<file path="config.mk">
export PLATFORM = sky130hd
export DESIGN_NAME = timer_channel
export DESIGN_NICKNAME = d
export VERILOG_FILES = /design/src/rtl/timer_pkg.sv /design/src/rtl/tick_divider.sv /design/src/rtl/pin_edge.sv /design/src/rtl/timer_channel.sv
export SDC_FILE = /design/constraint.sdc
export NUM_CORES = 1
export LEC_CHECK = 0
export BUFFER_PORTS_ARGS = -buffer_cell sky130_fd_sc_hd__buf_2
export CAP_MARGIN = 10
export CORE_UTILIZATION = 40
export CTS_BUF_LIST = sky130_fd_sc_hd__clkbuf_8
export DETAILED_ROUTE_END_ITERATION = 16
export HOLD_SLACK_MARGIN = 0.05
export SYNTH_ARGS = -nofsm -noshare
export SYNTH_HDL_FRONTEND = slang
export SYNTH_SLANG_ARGS = --single-unit
export TNS_END_PERCENT = 10
</file>
<file path="constraint.sdc">
create_clock -name clk -period 3.2 [get_ports clk]
set_clock_uncertainty 0.1 [all_clocks]
set_input_delay 0.64 -clock clk [delete_from_list [all_inputs] [get_ports clk]]
set_output_delay 0.64 -clock clk [all_outputs]
set_load 0.005 [all_outputs]
</file>
<file path="src/rtl/timer_pkg.sv">
/*
 Shared constants for the timer channel: register indices, field
 positions, reset values and field encodings.
 Assumes a 32-bit AXI4-Lite slave where byte address = 4 * index.
*/
package timer_pkg;
  localparam int unsigned AXI_AW        = 10;
  localparam int unsigned CHANNELS      = 5;
  // Register indices; byte address is four times the index
  localparam logic [7:0]  SYNC_SEL_IDX  = 8'h61;
  localparam logic [7:0]  MODE_SEL_IDX  = 8'h62;
  localparam logic [7:0]  IO_CTRL_IDX   = 8'h65;
  localparam logic [7:0]  COUNT_IDX     = 8'h68;
  localparam logic [7:0]  GEN_A_IDX     = 8'h6A;
  localparam logic [7:0]  GEN_B_IDX     = 8'h6C;
  localparam logic [7:0]  CTRL_IDX      = 8'h70;
  // Field positions
  localparam int unsigned CCLR_LSB      = 5;
  localparam int unsigned CKEG_LSB      = 3;
  localparam int unsigned TPSC_LSB      = 0;
  localparam int unsigned IOB_LSB       = 4;
  localparam int unsigned IOA_LSB       = 0;
  localparam int unsigned CMD_LSB       = 4;
  // Reserved bits that read as one
  localparam logic [7:0]  CTRL_RSVD     = 8'h80;
  localparam logic [7:0]  IO_CTRL_RSVD  = 8'h88;
  // Reset values
  localparam logic [1:0]  CCLR_RST      = 2'h0;
  localparam logic [1:0]  CKEG_RST      = 2'h0;
  localparam logic [2:0]  TPSC_RST      = 3'h0;
  localparam logic [2:0]  IO_RST        = 3'h0;
  localparam logic [4:0]  SYNC_SEL_RST  = 5'h00;
  localparam logic [6:0]  MODE_SEL_RST  = 7'h00;
  localparam logic [15:0] COUNT_RST     = 16'h0000;
  localparam logic [15:0] GEN_RST       = 16'hFFFF;
  // Counter clear sources
  localparam logic [1:0]  CLR_NONE      = 2'h0;
  localparam logic [1:0]  CLR_A         = 2'h1;
  localparam logic [1:0]  CLR_B         = 2'h2;
  localparam logic [1:0]  CLR_SYNC      = 2'h3;
  // Edge choice: 00 rising, 01 falling, 1x both
  localparam logic [1:0]  EDGE_RISE     = 2'h0;
  localparam logic [1:0]  EDGE_FALL     = 2'h1;
  // Compare output actions
  localparam logic [1:0]  OUT_NONE      = 2'h0;
  localparam logic [1:0]  OUT_LOW       = 2'h1;
  localparam logic [1:0]  OUT_HIGH      = 2'h2;
  // Channel 3/4 combination modes and AXI response codes
  localparam logic [1:0]  CMD_COMPL     = 2'h2;
  localparam logic [1:0]  CMD_RSYNC     = 2'h3;
  localparam logic [1:0]  RESP_OKAY     = 2'h0;
  localparam logic [1:0]  RESP_SLVERR   = 2'h2;
endpackage

</file>
<file path="src/rtl/tick_divider.sv">
/*
 Divider producing one-cycle count enables at 1/1, 1/2, 1/4, ... of clk.
 Assumes a single clock domain and an active-low asynchronous reset.
*/
`timescale 1ns/1ps
`default_nettype none
module tick_divider #(
  parameter int unsigned STAGES = 4
) (
  input  wire logic              clk,
  input  wire logic              resetn,
  output logic [STAGES-1:0]      tick_en
);
  typedef struct packed {
    logic [STAGES-2:0] cnt;
  } div_state_s;

  div_state_s q;
  div_state_s d;

  if (STAGES < 2) begin : g_bad
    $error("tick_divider needs at least two stages");
  end

  always_comb begin
    d = q;
    d.cnt = q.cnt + 1'b1;
  end

  always_ff @(posedge clk or negedge resetn) begin
    if (!resetn) begin
      q <= '0;
    end else begin
      q <= d;
    end
  end

  assign tick_en[0] = 1'b1;
  for (genvar k = 1; k < STAGES; k++) begin : g_tap
    // Rate 1/2^k: one pulse when the low k bits are all ones
    assign tick_en[k] = &q.cnt[k-1:0];
  end
endmodule
`default_nettype wire

</file>
<file path="src/rtl/pin_edge.sv">
/*
 Two-flop synchroniser and edge selector for one asynchronous pin.
 Assumes edge_sel comes from the clk domain; pulse is one cycle wide.
*/
`timescale 1ns/1ps
`default_nettype none
module pin_edge (
  input  wire logic       clk,
  input  wire logic       resetn,
  input  wire logic       pin_in,
  input  wire logic [1:0] edge_sel,
  output logic            pulse
);
  typedef struct packed {
    logic s1;
    logic s2;
    logic s3;
  } sync_state_s;

  sync_state_s q;
  sync_state_s d;
  logic        rise;
  logic        fall;

  always_comb begin
    d = q;
    d.s1 = pin_in;
    d.s2 = q.s1;
    d.s3 = q.s2;
  end

  always_ff @(posedge clk or negedge resetn) begin
    if (!resetn) begin
      q <= '0;
    end else begin
      q <= d;
    end
  end

  assign rise = q.s2 && !q.s3;
  assign fall = !q.s2 && q.s3;
  assign pulse = edge_sel[1] ? (rise || fall) :
                 (edge_sel[0] ? fall : rise);

  chk_edge_rise_only: assert property (
    @(posedge clk) disable iff (!resetn)
    (edge_sel == timer_pkg::EDGE_RISE && pulse) |-> (q.s2 && !$past(q.s2)))
    else $error("rising-only selection pulsed on a non-rising edge");
endmodule
`default_nettype wire

</file>
<file path="src/rtl/timer_channel.sv">
/*
 One 16-bit timer channel: count source and edge choice, clear source,
 compare outputs, input capture and the channel 3/4 pairing mode bits,
 with its registers on an AXI4-Lite slave.
 Assumes pins and external clocks are asynchronous; sync_clear_in comes
 from sibling channels on the same clock.
*/
`timescale 1ns/1ps
`default_nettype none
module timer_channel #(
  parameter int unsigned CHAN = 0
) (
  input  wire logic        clk,
  input  wire logic        resetn,
  input  wire logic [9:0]  awaddr,
  input  wire logic        awvalid,
  output logic             awready,
  input  wire logic [31:0] wdata,
  input  wire logic [3:0]  wstrb,
  input  wire logic        wvalid,
  output logic             wready,
  output logic [1:0]       bresp,
  output logic             bvalid,
  input  wire logic        bready,
  input  wire logic [9:0]  araddr,
  input  wire logic        arvalid,
  output logic             arready,
  output logic [31:0]      rdata,
  output logic [1:0]       rresp,
  output logic             rvalid,
  input  wire logic        rready,
  input  wire logic [3:0]  ext_clk_in,
  input  wire logic        pin_a_in,
  output logic             pin_a_out,
  output logic             pin_a_oe_n,
  input  wire logic        pin_b_in,
  output logic             pin_b_out,
  output logic             pin_b_oe_n,
  input  wire logic        sync_clear_in,
  output logic             sync_clear_out,
  output logic             pair_complementary,
  output logic             pair_reset_sync
);
  typedef struct packed {
    logic [1:0]  clr_sel;
    logic [1:0]  edge_sel;
    logic [2:0]  src_sel;
    logic [2:0]  io_b;
    logic [2:0]  io_a;
    logic [4:0]  sync_sel;
    logic [6:0]  mode_sel;
    logic [15:0] count;
    logic [15:0] gen_a;
    logic [15:0] gen_b;
    logic        pin_a;
    logic        pin_b;
    logic        pair_c;
    logic        pair_r;
    logic        aw_got;
    logic        w_got;
    logic [7:0]  waddr;
    logic [15:0] wd;
    logic [1:0]  ws;
    logic        bv;
    logic        berr;
    logic        rv;
    logic        rerr;
    logic [15:0] rd;
  } chan_state_s;

  if (CHAN >= timer_pkg::CHANNELS) begin : g_bad
    $error("timer_channel index out of range");
  end

  function automatic logic mapped(input logic [7:0] idx);
    mapped = idx inside {timer_pkg::SYNC_SEL_IDX, timer_pkg::MODE_SEL_IDX,
                         timer_pkg::IO_CTRL_IDX, timer_pkg::COUNT_IDX,
                         timer_pkg::GEN_A_IDX, timer_pkg::GEN_B_IDX,
                         timer_pkg::CTRL_IDX};
  endfunction

  function automatic logic [15:0] merge16(input logic [15:0] old,
                                          input logic [15:0] val,
                                          input logic [1:0]  strb);
    merge16 = {strb[1] ? val[15:8] : old[15:8], strb[0] ? val[7:0] : old[7:0]};
  endfunction

  function automatic logic cmp_out(input logic [1:0] act, input logic cur);
    unique case (act)
      timer_pkg::OUT_NONE: cmp_out = cur;
      timer_pkg::OUT_LOW:  cmp_out = 1'b0;
      timer_pkg::OUT_HIGH: cmp_out = 1'b1;
      default:             cmp_out = !cur;
    endcase
  endfunction

  chan_state_s q;
  chan_state_s d;
  logic [3:0]  div_en;
  logic [3:0]  ext_pulse;
  logic        cap_pulse_a;
  logic        cap_pulse_b;
  logic        tick;
  logic        match_a;
  logic        match_b;
  logic        cap_a;
  logic        cap_b;
  logic        sync_clr;
  logic        clr;
  logic        have_aw;
  logic        have_w;
  logic        wr;
  logic [7:0]  widx;
  logic [15:0] wval;
  logic [1:0]  wsel;
  logic [7:0]  ridx;
  logic        cnt_wr;
  logic        ga_wr;

  tick_divider #(
    .STAGES (4)
  ) u_div (
    .clk     (clk),
    .resetn  (resetn),
    .tick_en (div_en)
  );

  for (genvar k = 0; k < 4; k++) begin : g_ext
    pin_edge u_ext (
      .clk      (clk),
      .resetn   (resetn),
      .pin_in   (ext_clk_in[k]),
      .edge_sel (q.edge_sel),
      .pulse    (ext_pulse[k])
    );
  end

  pin_edge u_cap_a (
    .clk      (clk),
    .resetn   (resetn),
    .pin_in   (pin_a_in),
    .edge_sel (q.io_a[1:0]),
    .pulse    (cap_pulse_a)
  );

  pin_edge u_cap_b (
    .clk      (clk),
    .resetn   (resetn),
    .pin_in   (pin_b_in),
    .edge_sel (q.io_b[1:0]),
    .pulse    (cap_pulse_b)
  );

  always_comb begin
    d = q;
    // Internal rates for codes 0xx, external pins for 1xx
    tick = q.src_sel[2] ? ext_pulse[q.src_sel[1:0]] : div_en[q.src_sel[1:0]];
    match_a = tick && !q.io_a[2] && (q.count == q.gen_a);
    match_b = tick && !q.io_b[2] && (q.count == q.gen_b);
    cap_a = q.io_a[2] && cap_pulse_a;
    cap_b = q.io_b[2] && cap_pulse_b;
    sync_clr = (q.clr_sel == timer_pkg::CLR_SYNC) && q.sync_sel[CHAN] && sync_clear_in;
    clr = ((q.clr_sel == timer_pkg::CLR_A) && (match_a || cap_a)) ||
          ((q.clr_sel == timer_pkg::CLR_B) && (match_b || cap_b)) || sync_clr;
    if (clr) begin
      d.count = timer_pkg::COUNT_RST;
    end else if (tick) begin
      d.count = q.count + 16'h0001;
    end
    if (cap_a) begin
      d.gen_a = q.count;
    end
    if (cap_b) begin
      d.gen_b = q.count;
    end
    if (match_a) begin
      d.pin_a = cmp_out(q.io_a[1:0], q.pin_a);
    end
    if (match_b) begin
      d.pin_b = cmp_out(q.io_b[1:0], q.pin_b);
    end
    d.pair_c = q.mode_sel[timer_pkg::CMD_LSB+1 -: 2] == timer_pkg::CMD_COMPL;
    d.pair_r = q.mode_sel[timer_pkg::CMD_LSB+1 -: 2] == timer_pkg::CMD_RSYNC;

    // Write: address and data taken in either order, answered together
    have_aw = q.aw_got || (awvalid && awready);
    have_w = q.w_got || (wvalid && wready);
    widx = q.aw_got ? q.waddr : awaddr[9:2];
    wval = q.w_got ? q.wd : wdata[15:0];
    wsel = q.w_got ? q.ws : wstrb[1:0];
    wr = have_aw && have_w && !q.bv;
    cnt_wr = wr && (widx == timer_pkg::COUNT_IDX);
    ga_wr = wr && (widx == timer_pkg::GEN_A_IDX);
    if (awvalid && awready) begin
      d.aw_got = 1'b1;
      d.waddr = awaddr[9:2];
    end
    if (wvalid && wready) begin
      d.w_got = 1'b1;
      d.wd = wdata[15:0];
      d.ws = wstrb[1:0];
    end
    if (wr) begin
      d.aw_got = 1'b0;
      d.w_got = 1'b0;
      d.bv = 1'b1;
      d.berr = !mapped(widx);
      // Software writes win over same-cycle hardware updates
      if (wsel[0]) begin
        unique case (widx)
          timer_pkg::SYNC_SEL_IDX: d.sync_sel = wval[4:0];
          timer_pkg::MODE_SEL_IDX: d.mode_sel = wval[6:0];
          timer_pkg::IO_CTRL_IDX: begin
            d.io_b = wval[timer_pkg::IOB_LSB +: 3];
            d.io_a = wval[timer_pkg::IOA_LSB +: 3];
          end
          timer_pkg::CTRL_IDX: begin
            d.clr_sel = wval[timer_pkg::CCLR_LSB +: 2];
            d.edge_sel = wval[timer_pkg::CKEG_LSB +: 2];
            d.src_sel = wval[timer_pkg::TPSC_LSB +: 3];
          end
          default: ;
        endcase
      end
      if (widx == timer_pkg::COUNT_IDX) begin
        d.count = merge16(q.count, wval, wsel);
      end
      if (widx == timer_pkg::GEN_A_IDX) begin
        d.gen_a = merge16(q.gen_a, wval, wsel);
      end
      if (widx == timer_pkg::GEN_B_IDX) begin
        d.gen_b = merge16(q.gen_b, wval, wsel);
      end
    end
    if (q.bv && bready) begin
      d.bv = 1'b0;
    end

    // Read: one word at a time, data held until taken
    ridx = araddr[9:2];
    if (arvalid && arready) begin
      d.rv = 1'b1;
      d.rerr = !mapped(ridx);
      unique case (ridx)
        timer_pkg::SYNC_SEL_IDX: d.rd = {11'h000, q.sync_sel};
        timer_pkg::MODE_SEL_IDX: d.rd = {9'h000, q.mode_sel};
        timer_pkg::IO_CTRL_IDX:  d.rd = {8'h00, timer_pkg::IO_CTRL_RSVD} |
                                         {9'h000, q.io_b, 1'b0, q.io_a};
        timer_pkg::CTRL_IDX:     d.rd = {8'h00, timer_pkg::CTRL_RSVD} |
                                         {9'h000, q.clr_sel, q.edge_sel, q.src_sel};
        timer_pkg::COUNT_IDX:    d.rd = q.count;
        timer_pkg::GEN_A_IDX:    d.rd = q.gen_a;
        timer_pkg::GEN_B_IDX:    d.rd = q.gen_b;
        default:                 d.rd = 16'h0000;
      endcase
    end else if (q.rv && rready) begin
      d.rv = 1'b0;
    end
  end

  always_ff @(posedge clk or negedge resetn) begin
    if (!resetn) begin
      q <= '0;
      q.clr_sel <= timer_pkg::CCLR_RST;
      q.edge_sel <= timer_pkg::CKEG_RST;
      q.src_sel <= timer_pkg::TPSC_RST;
      q.io_a <= timer_pkg::IO_RST;
      q.io_b <= timer_pkg::IO_RST;
      q.sync_sel <= timer_pkg::SYNC_SEL_RST;
      q.mode_sel <= timer_pkg::MODE_SEL_RST;
      q.count <= timer_pkg::COUNT_RST;
      q.gen_a <= timer_pkg::GEN_RST;
      q.gen_b <= timer_pkg::GEN_RST;
    end else begin
      q <= d;
    end
  end

  assign awready = !q.aw_got && !q.bv;
  assign wready = !q.w_got && !q.bv;
  assign bvalid = q.bv;
  assign bresp = q.berr ? timer_pkg::RESP_SLVERR : timer_pkg::RESP_OKAY;
  assign arready = !q.rv;
  assign rvalid = q.rv;
  assign rresp = q.rerr ? timer_pkg::RESP_SLVERR : timer_pkg::RESP_OKAY;
  assign rdata = {16'h0000, q.rd};
  assign pin_a_out = q.pin_a;
  assign pin_b_out = q.pin_b;
  // Pin left undriven in capture mode and for "no output"
  assign pin_a_oe_n = q.io_a[2] || (q.io_a[1:0] == timer_pkg::OUT_NONE);
  assign pin_b_oe_n = q.io_b[2] || (q.io_b[1:0] == timer_pkg::OUT_NONE);
  // Own A/B clears drive the synchronized group
  assign sync_clear_out = q.sync_sel[CHAN] && clr && !sync_clr;
  assign pair_complementary = q.pair_c;
  assign pair_reset_sync = q.pair_r;

  chk_clear_on_a: assert property (
    @(posedge clk) disable iff (!resetn)
    (q.clr_sel == timer_pkg::CLR_A && match_a && !cnt_wr) |=> (q.count == 16'h0000))
    else $error("count not cleared on register A match");

  chk_never_clear: assert property (
    @(posedge clk) disable iff (!resetn)
    (q.clr_sel == timer_pkg::CLR_NONE && tick && !cnt_wr)
      |=> (q.count == $past(q.count) + 16'h0001))
    else $error("count did not advance with clearing off");

  chk_sync_clear: assert property (
    @(posedge clk) disable iff (!resetn)
    (q.clr_sel == timer_pkg::CLR_SYNC && q.sync_sel[CHAN] && sync_clear_in && !cnt_wr)
      |=> (q.count == 16'h0000))
    else $error("synchronized clear missed");

  chk_pair_off: assert property (
    @(posedge clk) disable iff (!resetn)
    (!q.mode_sel[timer_pkg::CMD_LSB+1] && $stable(q.mode_sel))
      |=> (!pair_complementary && !pair_reset_sync))
    else $error("channels 3 and 4 paired in normal mode");

  chk_pair_compl: assert property (
    @(posedge clk) disable iff (!resetn)
    (q.mode_sel[timer_pkg::CMD_LSB+1 -: 2] == timer_pkg::CMD_COMPL)
      |=> (pair_complementary && !pair_reset_sync))
    else $error("complementary pairing not shown");

  chk_pair_rsync: assert property (
    @(posedge clk) disable iff (!resetn)
    (q.mode_sel[timer_pkg::CMD_LSB+1 -: 2] == timer_pkg::CMD_RSYNC)
      |=> (pair_reset_sync && !pair_complementary))
    else $error("reset-synchronized pairing not shown");

  chk_toggle_a: assert property (
    @(posedge clk) disable iff (!resetn)
    (match_a && q.io_a == 3'h3) |=> (pin_a_out != $past(pin_a_out)))
    else $error("pin A did not toggle on match");

  chk_capture_a: assert property (
    @(posedge clk) disable iff (!resetn)
    (cap_a && !ga_wr) |=> (q.gen_a == $past(q.count)))
    else $error("register A did not capture the count");

  chk_count_hold: assert property (
    @(posedge clk) disable iff (!resetn)
    (!tick && !clr && !cnt_wr) |=> $stable(q.count))
    else $error("count moved without an event");
endmodule
`default_nettype wire

</file>
==> impl_metrics.env <==
export IMPL_outcome="finished with violations"
export IMPL_violations="negative setup slack"
export IMPL_final_min_clock_period_ns=3.40
export IMPL_core_um2=19700
export IMPL_avgRoutedWirePerCell_um=18.0
export IMPL_area_growth_pct=13.5
export IMPL_met3_usage_pct=3.54
export IMPL_cp_start_kind="flip-flop"
export IMPL_fillCellCount=1884
export IMPL_die_area_um2=20800
export IMPL_fmax_mhz=294
export IMPL_clk_pin_slew_worst_paths_ns=0.09
export IMPL_die_h_um=144
export IMPL_synth_area_leader_cell="dfrtp_1"
export IMPL_cts_buffers=17
export IMPL_synth_seq_cells=146
export IMPL_p_per_area_nw_per_um2=742
export IMPL_leakage_nw=4.09
export IMPL_rows=51
export IMPL_clk_latency_ns=0.47
export IMPL_crit_chain="inv_1 -> ha_1 -> mux4_2 -> o2111ai_4 -> nand4_1 -> nand2_1 -> nand3b_1 -> a21boi_2 -> buf_2"
export IMPL_cap_violations=0
export IMPL_p_total_mw=6.82
export IMPL_hp_class="primary input to flip-flop"
export IMPL_viasPerCell=5.40
export IMPL_critPathMaxStageDelay_ns=0.50
export IMPL_final_layout_size_suffix_gt1_share_pct=27.3
export IMPL_setup_viol=1
export IMPL_path_buf_inv=2
export IMPL_multi_input_area_um2=3880
export IMPL_fin_ws_ns=-0.205
export IMPL_cts_tree="yes"
export IMPL_path_class="flip-flop to primary output"
export IMPL_synth_area_leaders="dfrtp_1, dfstp_2, mux2_2"
export IMPL_drc=0
export IMPL_final_area_um2=9180
export IMPL_cts_htree_levels=4
export IMPL_syn_avg_cell_area_um2=10.0
export IMPL_dpl_hpwl_um=15000
export IMPL_ys_flop_type="dfrtp_1"
export IMPL_maxSlewHeadroom_pct=33.6
export IMPL_drt_wl_total_um=20700
export IMPL_ys_top_cells_by_count="dfrtp_1, nor2_1, nand2_1, mux2_2, clkbuf_1"
export IMPL_yosysWarnings=0
export IMPL_async_reset_ff_share_pct=100
export IMPL_dr_total_vias=6224
export IMPL_critPathArrivalTime_ns=2.66
export IMPL_grt_use_met2_pct=30.4
export IMPL_synth_area_um2=8090
export IMPL_synth_edf_count=0
export IMPL_required_ns=2.46
export IMPL_initial_core_util_pct=41.2
export IMPL_dr_pass1_iters=5
export IMPL_cts_max_path_buffers=2
export IMPL_drt_initial_drc_count=590
export IMPL_slowest_stage="mux4_2"
export IMPL_endpoint_kind="primary output"
export IMPL_cp_max_fo=3
export IMPL_globalplace_congestion=0.935
export IMPL_yosysSeqAreaShare_pct=45.6
export IMPL_regArea_um2=3690
export IMPL_peakVddDrop_v=0.000415
export IMPL_grt_overflow_total=0
export IMPL_pin_count=118
export IMPL_clock_root_buffer="clkbuf_8"
export IMPL_critPathTopFamily="multiplexers"
export IMPL_placed_area_um2=8680
export IMPL_grt_usage_pct=21.1
export IMPL_die_x_um=144
export IMPL_antennaDiodeCount=0
export IMPL_grt_pass1_wl_um=32800
export IMPL_hold_violations=0
export IMPL_synth_most_common_cell="dfrtp_1"
export IMPL_numClockSinks=146
export IMPL_grt_start_max_net_pins=60
export IMPL_busiest_layer="met1"
export IMPL_nets=963
export IMPL_antenna_found_initial=0
export IMPL_grt_setup_unrepaired="true"
export IMPL_synth_top_cell_area_share_pct=35.3
export IMPL_ant_nets=0
export IMPL_period_share_pct=106
export IMPL_worstMarginPinSlew_ns=0.994
export IMPL_maxSlewViolCount=0
export IMPL_grt_pass1_vias=5789
export IMPL_ys_types=72
export IMPL_syn_inst=807
export IMPL_final_setup_tns_ns=-0.205
export IMPL_portBuffers=77
export IMPL_grt_util_met1_pct=31.5
-- what timing repair did --
item                                   in CTS  in global routing
gates resized for setup                     5                  1
hold buffers                                1                  0
endpoints found under the hold margin      24                  0
buffers inserted                            3                  1
gates cloned                                0                  0
pin swaps                                   3                  1
setup endpoints to repair                   1                  2
-- cell families after synthesis --
| family | share of synthesized area (%) |
|---|---|
| AOI/OAI and AO/OA | 15.3 |
| xor gates and xnor gates | 4.11 |
| adders and majority gates | 2.94 |
| buffers and inverters | 7.34 |
| DFF | 45.6 |
| muxes | 9.82 |
| other | 0.0463 |
| and+or+nand+nor | 14.8 |
-- placed cells by master (no fill, tap or decap), types with 29 or more instances in the layout --
cell and instances:
dfrtp_1 114, mux2i_1 31, mux2_2 40, inv_1 32, nor2_1 76, a21oi_1 29, dfstp_2 32, buf_4 39
buf_2 76, xnor2_1 35, nand2_1 74, o21ai_0 30
-- routing by layer --
metal  part of all wire, %  vias up
met5                     0        -
met4                   2.2        0
met3                   6.8       39
met2                    43      225
met1                    48     2995
li1                      -     2965
-- worst reg2reg max path, cell delays in order, from the launching register on --
cell	delay, ns
dfrtp_1	0.62
buf_4	0.24
nor3b_1	0.26
o21a_1	0.21
and2_1	0.19
nand2_1	0.21
mux2i_1	0.68
o221a_2	0.33
-- per-stage QoR --
stage | std cells | util [%] | setup WS [ns] | hold WS [ns]
detailed placement | 1115 | 44.2 | 0.0587 | 0.236
floorplan | 824 | - | 0.559 | 0.231
global route | 1152 | 46.7 | -0.310 | 0.154
finish | 1152 | 46.7 | -0.205 | 0.174
global placement | 1115 | 44.2 | 0.0743 | 0.233
CTS | 1151 | 46.7 | -0.233 | 0.146
-- worst paths after layout --
check / slack [ns] / depth (start not counted) / from / end
hold reg to reg: 0.25 / 0 / u_cap_a.d[1] / u_cap_a.d[0]
hold / removal: 0.17 / 1 / ext_clk_in[0] / g_ext[0].u_ext.d[1]
min in group asynchronous: 0.60 / 2 / resetn / q[36]
setup / recovery: -0.20 / 9 / g_ext[1].u_ext.d[0] / sync_clear_out
max in group asynchronous: 1.64 / 3 / resetn / q[81]
setup reg to reg: 0.31 / 7 / q[47] / q[81]
-- power by group --
part	internal, mW	switching (mW)	leakage, nW
sequential	2.44	0.510	1.78
clock	0.926	0.739	0.237
combinational	1.07	1.13	2.07
total	4.43	2.38	4.09
-- state kept, by name (all words and copies together) (netlist names) --
signal,cells
u_cap_a.q,1
rvalid,1
pin_b_out,1
u_div.q,3
u_cap_b.q,1
pin_a_out,1
g_ext.u_ext.q,4
bvalid,1
u_cap_b.d,2
pair_complementary,1
g_ext.u_ext.d,8
q,103
rdata,16
pair_reset_sync,1
u_cap_a.d,2
-- cell type report --
type / instances / area share (%)
Tap cell: 265 / 3.61
Clock buffer: 17 / 2.55
Multi-Input combinational cell: 561 / 42.3
Sequential cell: 146 / 40.2
Inverter: 30 / 1.23
Timing Repair Buffer: 118 / 7.78
Clock inverter: 15 / 2.36
Note: power is estimated with default switching activity, not from simulation.
